**src/pbg_pkg.sv**
```systemverilog
// constants, register map and carrier types for the peripheral bus clock gates
// assumes a 32-bit AXI4-Lite register bus and one system clock
package pbg_pkg;
  // register byte offsets
  localparam logic [7:0] PBG_FIRST_OFS = 8'h18;
  localparam logic [7:0] PBG_SECOND_OFS = 8'h1C;
  localparam logic [7:0] PBG_THIRD_OFS = 8'h20;
  // reset values, before the writable masks cut them
  localparam logic [31:0] PBG_FIRST_RST = 32'h0000007F;
  localparam logic [31:0] PBG_SECOND_RST = 32'h0000007F;
  localparam logic [31:0] PBG_THIRD_RST = 32'h00010000;
  // writable bit masks, all other positions read zero
  localparam logic [31:0] PBG_FIRST_WMASK = 32'h0000007F;
  localparam logic [31:0] PBG_SECOND_WMASK = 32'h0000003F;
  localparam logic [31:0] PBG_THIRD_WMASK = 32'h001FFFFF;
  // field positions, first bridge
  localparam int PBG_A_EXTERNAL_INTERRUPT_UNIT = 6;
  localparam int PBG_A_CALENDAR = 5;
  localparam int PBG_A_WATCHDOG = 4;
  localparam int PBG_A_GENERIC_CLOCK_UNIT = 3;
  localparam int PBG_A_SYSTEM_CONTROLLER = 2;
  localparam int PBG_A_POWER_MANAGER = 1;
  localparam int PBG_A_FIRST_ACCESS_PROTECTION = 0;
  // field positions, second bridge
  localparam int PBG_B_BUS_SERIAL = 5;
  localparam int PBG_B_MEMORY_TRANSFER_ENGINE = 4;
  localparam int PBG_B_PIN_PORT = 3;
  localparam int PBG_B_FLASH_CONTROLLER = 2;
  localparam int PBG_B_DEBUG_UNIT = 1;
  localparam int PBG_B_SECOND_ACCESS_PROTECTION = 0;
  // field positions, third bridge
  localparam int PBG_C_SOUND_PORT = 20;
  localparam int PBG_C_TOUCH_UNIT = 19;
  localparam int PBG_C_OUTPUT_CONVERTER = 18;
  localparam int PBG_C_COMPARATORS = 17;
  localparam int PBG_C_INPUT_CONVERTER = 16;
  localparam int PBG_C_BASIC_TIMER_LSB = 11;
  localparam int PBG_C_CONTROL_TIMER_LSB = 8;
  localparam int PBG_C_SERIAL_UNIT_LSB = 2;
  localparam int PBG_C_EVENT_ROUTING_UNIT = 1;
  localparam int PBG_C_THIRD_ACCESS_PROTECTION = 0;
  // field widths
  localparam int PBG_FIRST_W = 7;
  localparam int PBG_SECOND_W = 6;
  localparam int PBG_THIRD_W = 21;
  // AXI responses
  localparam logic [1:0] PBG_RESP_OKAY = 2'h0;
  localparam logic [1:0] PBG_RESP_SLVERR = 2'h2;
  localparam logic [1:0] PBG_RESP_DECERR = 2'h3;

  // clock enables toward the three bridges, one bit per peripheral
  typedef struct packed {
    logic [PBG_FIRST_W-1:0] first_bridge;
    logic [PBG_SECOND_W-1:0] second_bridge;
    logic [PBG_THIRD_W-1:0] third_bridge;
  } pbg_gates_s;

  // register select decoded from a byte address
  typedef enum logic [1:0] {
    PBG_SEL_NONE,
    PBG_SEL_FIRST,
    PBG_SEL_SECOND,
    PBG_SEL_THIRD
  } pbg_sel_e;

  // word-aligned decode of an offset
  function automatic pbg_sel_e pbg_decode(input logic [7:0] addr);
    pbg_sel_e sel;
    sel = PBG_SEL_NONE;
    if ({addr[7:2], 2'b00} == PBG_FIRST_OFS) sel = PBG_SEL_FIRST;
    if ({addr[7:2], 2'b00} == PBG_SECOND_OFS) sel = PBG_SEL_SECOND;
    if ({addr[7:2], 2'b00} == PBG_THIRD_OFS) sel = PBG_SEL_THIRD;
    return sel;
  endfunction : pbg_decode
endpackage : pbg_pkg

```
**src/pbg_clock_gates.sv**
```systemverilog
// AXI4-Lite register slave holding the three bridge clock masks
// assumes one clock, async active-low reset, write protection from outside
`timescale 1ns/1ps
module pbg_clock_gates (
  input wire logic core_clk,
  input wire logic nrst,
  input wire logic write_protect,
  input wire logic [7:0] s_axi_awaddr,
  input wire logic s_axi_awvalid,
  output logic s_axi_awready,
  input wire logic [31:0] s_axi_wdata,
  input wire logic [3:0] s_axi_wstrb,
  input wire logic s_axi_wvalid,
  output logic s_axi_wready,
  output logic [1:0] s_axi_bresp,
  output logic s_axi_bvalid,
  input wire logic s_axi_bready,
  input wire logic [7:0] s_axi_araddr,
  input wire logic s_axi_arvalid,
  output logic s_axi_arready,
  output logic [31:0] s_axi_rdata,
  output logic [1:0] s_axi_rresp,
  output logic s_axi_rvalid,
  input wire logic s_axi_rready,
  output pbg_pkg::pbg_gates_s clk_gates
);
  import pbg_pkg::*;

  logic [7:0] wr_addr;
  logic [31:0] wr_data;
  logic [3:0] wr_strb;
  logic [31:0] first_mask;
  logic [31:0] second_mask;
  logic [31:0] third_mask;
  pbg_sel_e wr_sel;
  pbg_sel_e rd_sel;
  logic aw_take;
  logic w_take;
  logic ar_take;
  logic wr_commit;
  logic wr_allowed;
  logic wr_first;
  logic wr_second;
  logic wr_third;
  logic [1:0] next_bresp;
  logic [31:0] next_rdata;
  logic [1:0] next_rresp;
  pbg_gates_s next_gates;
  logic wr_done;
  logic rd_done;
  // per-peripheral gate fields, a one lets that clock run
  logic [2:0] gate_first_upper;
  logic [3:0] gate_first_lower;
  logic [5:0] gate_second;
  logic [4:0] gate_analog;
  logic [4:0] gate_basic_timers;
  logic [2:0] gate_control_timers;
  logic [5:0] gate_serial_units;
  logic gate_event_routing;
  logic gate_third_protection;

  // channel handshakes; ready low means an item is held
  assign aw_take = s_axi_awvalid & s_axi_awready;
  assign w_take = s_axi_wvalid & s_axi_wready;
  assign ar_take = s_axi_arvalid & s_axi_arready;
  assign wr_commit = ~s_axi_awready & ~s_axi_wready & ~s_axi_bvalid;

  // answer taken by the master; frees the channels again
  assign wr_done = s_axi_bvalid & s_axi_bready;
  assign rd_done = s_axi_rvalid & s_axi_rready;

  // write decode and protection
  assign wr_sel = pbg_decode(wr_addr);
  assign wr_allowed = wr_commit & ~write_protect;
  assign wr_first = wr_allowed & (wr_sel == PBG_SEL_FIRST);
  assign wr_second = wr_allowed & (wr_sel == PBG_SEL_SECOND);
  assign wr_third = wr_allowed & (wr_sel == PBG_SEL_THIRD);
  assign next_bresp = (wr_sel == PBG_SEL_NONE) ? PBG_RESP_DECERR :
                      write_protect ? PBG_RESP_SLVERR : PBG_RESP_OKAY;

  // read decode; unassigned bits come back zero from the registers
  assign rd_sel = pbg_decode(s_axi_araddr);
  assign next_rdata = (rd_sel == PBG_SEL_FIRST) ? first_mask :
                      (rd_sel == PBG_SEL_SECOND) ? second_mask :
                      (rd_sel == PBG_SEL_THIRD) ? third_mask : 32'h00000000;
  assign next_rresp = (rd_sel == PBG_SEL_NONE) ? PBG_RESP_DECERR : PBG_RESP_OKAY;

  // mask registers; only implemented bits are writable
  pbg_mask_reg #(
    .RESET_VALUE(PBG_FIRST_RST),
    .WRITE_MASK(PBG_FIRST_WMASK)
  ) u_first (
    .core_clk(core_clk),
    .nrst(nrst),
    .wr_en(wr_first),
    .wdata(wr_data),
    .wstrb(wr_strb),
    .value(first_mask)
  );

  pbg_mask_reg #(
    .RESET_VALUE(PBG_SECOND_RST),
    .WRITE_MASK(PBG_SECOND_WMASK)
  ) u_second (
    .core_clk(core_clk),
    .nrst(nrst),
    .wr_en(wr_second),
    .wdata(wr_data),
    .wstrb(wr_strb),
    .value(second_mask)
  );

  pbg_mask_reg #(
    .RESET_VALUE(PBG_THIRD_RST),
    .WRITE_MASK(PBG_THIRD_WMASK)
  ) u_third (
    .core_clk(core_clk),
    .nrst(nrst),
    .wr_en(wr_third),
    .wdata(wr_data),
    .wstrb(wr_strb),
    .value(third_mask)
  );

  // first bridge: interrupt, calendar and watchdog above the system units
  assign gate_first_upper = first_mask[PBG_A_EXTERNAL_INTERRUPT_UNIT:PBG_A_WATCHDOG];
  assign gate_first_lower = first_mask[PBG_A_GENERIC_CLOCK_UNIT:PBG_A_FIRST_ACCESS_PROTECTION];

  // second bridge: six units, bit 6 unimplemented
  assign gate_second = second_mask[PBG_B_BUS_SERIAL:PBG_B_SECOND_ACCESS_PROTECTION];

  // third bridge: analog and touch, timers, serial units, events, protection
  assign gate_analog = third_mask[PBG_C_SOUND_PORT:PBG_C_INPUT_CONVERTER];
  assign gate_basic_timers = third_mask[PBG_C_INPUT_CONVERTER-1:PBG_C_BASIC_TIMER_LSB];
  assign gate_control_timers = third_mask[PBG_C_BASIC_TIMER_LSB-1:PBG_C_CONTROL_TIMER_LSB];
  assign gate_serial_units = third_mask[PBG_C_CONTROL_TIMER_LSB-1:PBG_C_SERIAL_UNIT_LSB];
  assign gate_event_routing = third_mask[PBG_C_EVENT_ROUTING_UNIT];
  assign gate_third_protection = third_mask[PBG_C_THIRD_ACCESS_PROTECTION];

  // gate enables packed for the bridges; a one runs the clock, a zero stops it
  assign next_gates = '{first_bridge: {gate_first_upper, gate_first_lower},
                        second_bridge: gate_second,
                        third_bridge: {gate_analog, gate_basic_timers, gate_control_timers,
                                       gate_serial_units, gate_event_routing, gate_third_protection}};

  // registered gate outputs, one cycle behind the masks
  always_ff @(posedge core_clk or negedge nrst) begin
    if (!nrst) begin
      clk_gates <= '{first_bridge: PBG_FIRST_RST[PBG_FIRST_W-1:0],
                     second_bridge: PBG_SECOND_RST[PBG_SECOND_W-1:0],
                     third_bridge: PBG_THIRD_RST[PBG_THIRD_W-1:0]};
    end else begin
      clk_gates <= next_gates;
    end
  end

  // write address capture
  always_ff @(posedge core_clk or negedge nrst) begin
    if (!nrst) begin
      s_axi_awready <= 1'b1;
      wr_addr <= 8'h00;
    end else if (aw_take) begin
      s_axi_awready <= 1'b0;
      wr_addr <= s_axi_awaddr;
    end else if (wr_done) begin
      s_axi_awready <= 1'b1;
    end
  end

  // write data capture, independent of the address
  always_ff @(posedge core_clk or negedge nrst) begin
    if (!nrst) begin
      s_axi_wready <= 1'b1;
      wr_data <= 32'h00000000;
      wr_strb <= 4'h0;
    end else if (w_take) begin
      s_axi_wready <= 1'b0;
      wr_data <= s_axi_wdata;
      wr_strb <= s_axi_wstrb;
    end else if (wr_done) begin
      s_axi_wready <= 1'b1;
    end
  end

  // write response once both halves are held
  always_ff @(posedge core_clk or negedge nrst) begin
    if (!nrst) begin
      s_axi_bvalid <= 1'b0;
      s_axi_bresp <= PBG_RESP_OKAY;
    end else if (wr_commit) begin
      s_axi_bvalid <= 1'b1;
      s_axi_bresp <= next_bresp;
    end else if (s_axi_bready) begin
      s_axi_bvalid <= 1'b0;
    end
  end

  // read channel; one read outstanding
  always_ff @(posedge core_clk or negedge nrst) begin
    if (!nrst) begin
      s_axi_arready <= 1'b1;
      s_axi_rvalid <= 1'b0;
      s_axi_rdata <= 32'h00000000;
      s_axi_rresp <= PBG_RESP_OKAY;
    end else if (ar_take) begin
      s_axi_arready <= 1'b0;
      s_axi_rvalid <= 1'b1;
      s_axi_rdata <= next_rdata;
      s_axi_rresp <= next_rresp;
    end else if (rd_done) begin
      s_axi_arready <= 1'b1;
      s_axi_rvalid <= 1'b0;
    end
  end
endmodule : pbg_clock_gates

```
**src/pbg_mask_reg.sv**
```systemverilog
// one clock mask register with byte strobes and fixed writable bits
// assumes the caller has already applied decode and write protection
`timescale 1ns/1ps
module pbg_mask_reg #(
  parameter logic [31:0] RESET_VALUE = 32'h00000000,
  parameter logic [31:0] WRITE_MASK = 32'hFFFFFFFF
) (
  input wire logic core_clk,
  input wire logic nrst,
  input wire logic wr_en,
  input wire logic [31:0] wdata,
  input wire logic [3:0] wstrb,
  output logic [31:0] value
);
  logic [31:0] lane_mask;
  logic [31:0] next_value;

  // byte enables widened to bits, limited to implemented positions
  assign lane_mask = {{8{wstrb[3]}}, {8{wstrb[2]}}, {8{wstrb[1]}}, {8{wstrb[0]}}} & WRITE_MASK;
  assign next_value = (value & ~lane_mask) | (wdata & lane_mask);

  // storage; unassigned bits stay zero
  always_ff @(posedge core_clk or negedge nrst) begin
    if (!nrst) begin
      value <= RESET_VALUE & WRITE_MASK; // unimplemented reset bits read zero
    end else if (wr_en) begin
      value <= next_value;
    end
  end
endmodule : pbg_mask_reg

```
**config.mk**
```make
export PLATFORM = sky130hd
export DESIGN_NAME = pbg_clock_gates
export DESIGN_NICKNAME = d
export VERILOG_FILES = /design/src/pbg_pkg.sv /design/src/pbg_clock_gates.sv /design/src/pbg_mask_reg.sv
export SDC_FILE = /design/constraint.sdc
export NUM_CORES = 1
export LEC_CHECK = 0
export ABC_AREA = 0
export BUFFER_PORTS_ARGS = -buffer_cell sky130_fd_sc_hd__buf_2
export CORE_MARGIN = 2
export CORE_UTILIZATION = 40
export CTS_BUF_LIST = sky130_fd_sc_hd__clkbuf_4 sky130_fd_sc_hd__clkbuf_8
export CTS_CLUSTER_DIAMETER = 120
export DETAILED_ROUTE_END_ITERATION = 8
export HOLD_SLACK_MARGIN = 0.1
export SETUP_SLACK_MARGIN = 0.5
export SLEW_MARGIN = 20
export SYNTH_ARGS = -nofsm -noshare
export SYNTH_HDL_FRONTEND = slang
export SYNTH_HIERARCHICAL = 1
export SYNTH_SLANG_ARGS = --single-unit
export TNS_END_PERCENT = 5
```
**constraint.sdc**
```tcl
create_clock -name core_clk -period 2.2 [get_ports core_clk]
set_input_delay 0.44 -clock core_clk [delete_from_list [all_inputs] [get_ports core_clk]]
set_output_delay 0.44 -clock core_clk [all_outputs]
set_load 0.1 [all_outputs]
```
==> flow_summary_export.csv <==
group,metric,value,unit
routing,top_layer,"met4",
global_route,grt_remaining_overflow,0,
sta,fin_worst_skew,0.00925,ns
synthesis,syn_area,6400,um^2
worst_setup_path,startpoint_type,"register",
sta,grt_setup_unrepaired,"yes",
routing,routedWlPerCell,15.4,um
global_route,antenna_found_initial,0,
clock_tree,htreeDepth,4,
sta,final.setup.worst_slack,0.0882,ns
worst_setup_path,worstPathArrival,2.44,ns
sta,finalCriticalPeriod,2.11,ns
routing,drt_iter0_drc,172,
worst_hold_path,hold_path.class,"in2reg",
placement,dp_hpwl,8790,um
routing,met2_wirelength,6640,um
layout,antennaDiodeCount,0,
synthesis,syn-instance-count,530,
layout,post-route-util,47.5,%
routing,ant_nets,0,
floorplanning,ios,135,
floorplanning,initial_utilization,40.6,%
sta,finalCritPeriodShare,96.0,%
floorplanning,rows,46,
placement,gp_congestion,0.724,
sta,drv_slew,0,
floorplanning,core_area,15800,um^2
sta,hold_viol,0,
global_route,grt_start_max_net_pins,66,
routing,wl,13500,um
routing,wl_met1,6020,um
sta,tns,0,ns
clock_tree,cts_tree,"done",
flow_run,drv_cap,0,
floorplanning,die_w,131,um
clock_tree,cts_inserted_buffers,17,
layout,drive_gt1_share,46.1,%
layout,fill_cells,1487,
sta,slew_headroom,55.2,%
clock_tree,numClockSinks,138,
worst_setup_path,crit_type,"reg2reg",
worst_setup_path,required,2.53,ns
routing,route.met3.wl,607,um
floorplanning,die_y,131,um
worst_setup_path,crit_fanout,8,
routing,drc_errors,0,
synthesis,ys_warn_count,6,
sta,max_freq,0.474,GHz
routing,vias,4040,
layout,final_nets,706,
routing,vias_per_cell,4.62,
layout,synthToLayoutAreaGrowth,17.0,%
global_route,grt_pass1_vias,4152,
clock_tree,cts_root_buf,"clkbuf_8",
floorplanning,die_area,17000,um^2
run_status,status,"finished, final reports clean",
placement,pre_cts_ws,0.0556,ns
placement,port_buffers,118,
synthesis,syn_area_per_cell,12.1,um^2
clock_tree,clkSlewWorstSetupHoldPaths,0.08,ns
clock_tree,clock_latency,0.44,ns
worst_setup_path,end_kind,"register",
routing,dr.pass1.iters,4,
clock_tree,cts_max_path_buffers,2,
sta,max_slew.worst_pin.slew,0.672,ns
sta,setup_viol,0,
global_route,grt_pass1_wl,21600,um
global_route,grt_usage,16.6,%
## final timing paths
kind	startpoint	end	slack, ns	cells after the start
worst max-delay path	s_axi_wready	register	0.09	5
worst min-delay path	s_axi_wvalid	s_axi_wready	0.15	2
worst max register to register	s_axi_wready	register	0.09	5
worst min register to register	register	clk_gates[23]	0.38	0
max in group asynchronous	nrst	clk_gates[30]	1.01	3
min in group asynchronous	nrst	s_axi_rdata[27]	0.48	2
## worst max-delay path, stage by stage, from the launching register on
cell     delay (ns)
dfstp_4        0.47
or3_4          0.40
or4_4          0.48
nor2_4         0.20
nand2_4        0.14
mux2_2         0.29
## cells in the final DEF (no fill, tap or decap), drive strengths merged, types with 4 or more instances in the layout
| master | count |
|---|---|
| nor2 | 36 |
| a221oi | 32 |
| buf | 131 |
| clkbuf | 18 |
| mux2 | 64 |
| nand3 | 32 |
| a31oi | 32 |
| nand2 | 11 |
| dfrtp | 107 |
| nand2b | 32 |
| clkinvlp | 4 |
| dfstp | 31 |
| inv | 40 |
| conb | 62 |
## layer usage
layer / global-route usage (%) / vias to the layer above
li1: - / 1941
met1: 20.9 / 1996
met2: 27.9 / 87
met3: 4.60 / 16
met4: 5.01 / 0
met5: 0 / -
## timing repair
item | 4_1_cts | 5_1_grt
pin swaps | 1 | 1
setup buffers | 0 | 1
gates resized for setup | 3 | 1
hold endpoints to repair | 35 | 0
endpoints found under the setup margin | 105 | 118
hold buffers | 1 | 0
## cell type report
class | instances | area, um^2 | share of cell area, %
Inverter | 35 | 131 | 1.75
Sequential cell | 138 | 3500 | 46.7
Multi-Input combinational cell | 322 | 2430 | 32.4
Timing Repair Buffer | 132 | 754 | 10.1
Clock inverter | 14 | 161 | 2.15
Clock buffer | 18 | 248 | 3.31
Tap cell | 216 | 270 | 3.61
## through the flow
| stage | hold slack (ns) | area (um^2) | std cells |
|---|---|---|---|
| after floorplan | 0.144 | 6660 | 589 |
| after global placement | 0.363 | 7050 | 841 |
| after detailed placement | 0.367 | 7050 | 841 |
| after CTS | 0.111 | 7480 | 874 |
| after global routing | 0.124 | 7490 | 875 |
| final | 0.149 | 7490 | 875 |
Power is not shown: default switching activity piles up to over one toggle a cycle in this logic, so the estimate is an artifact.
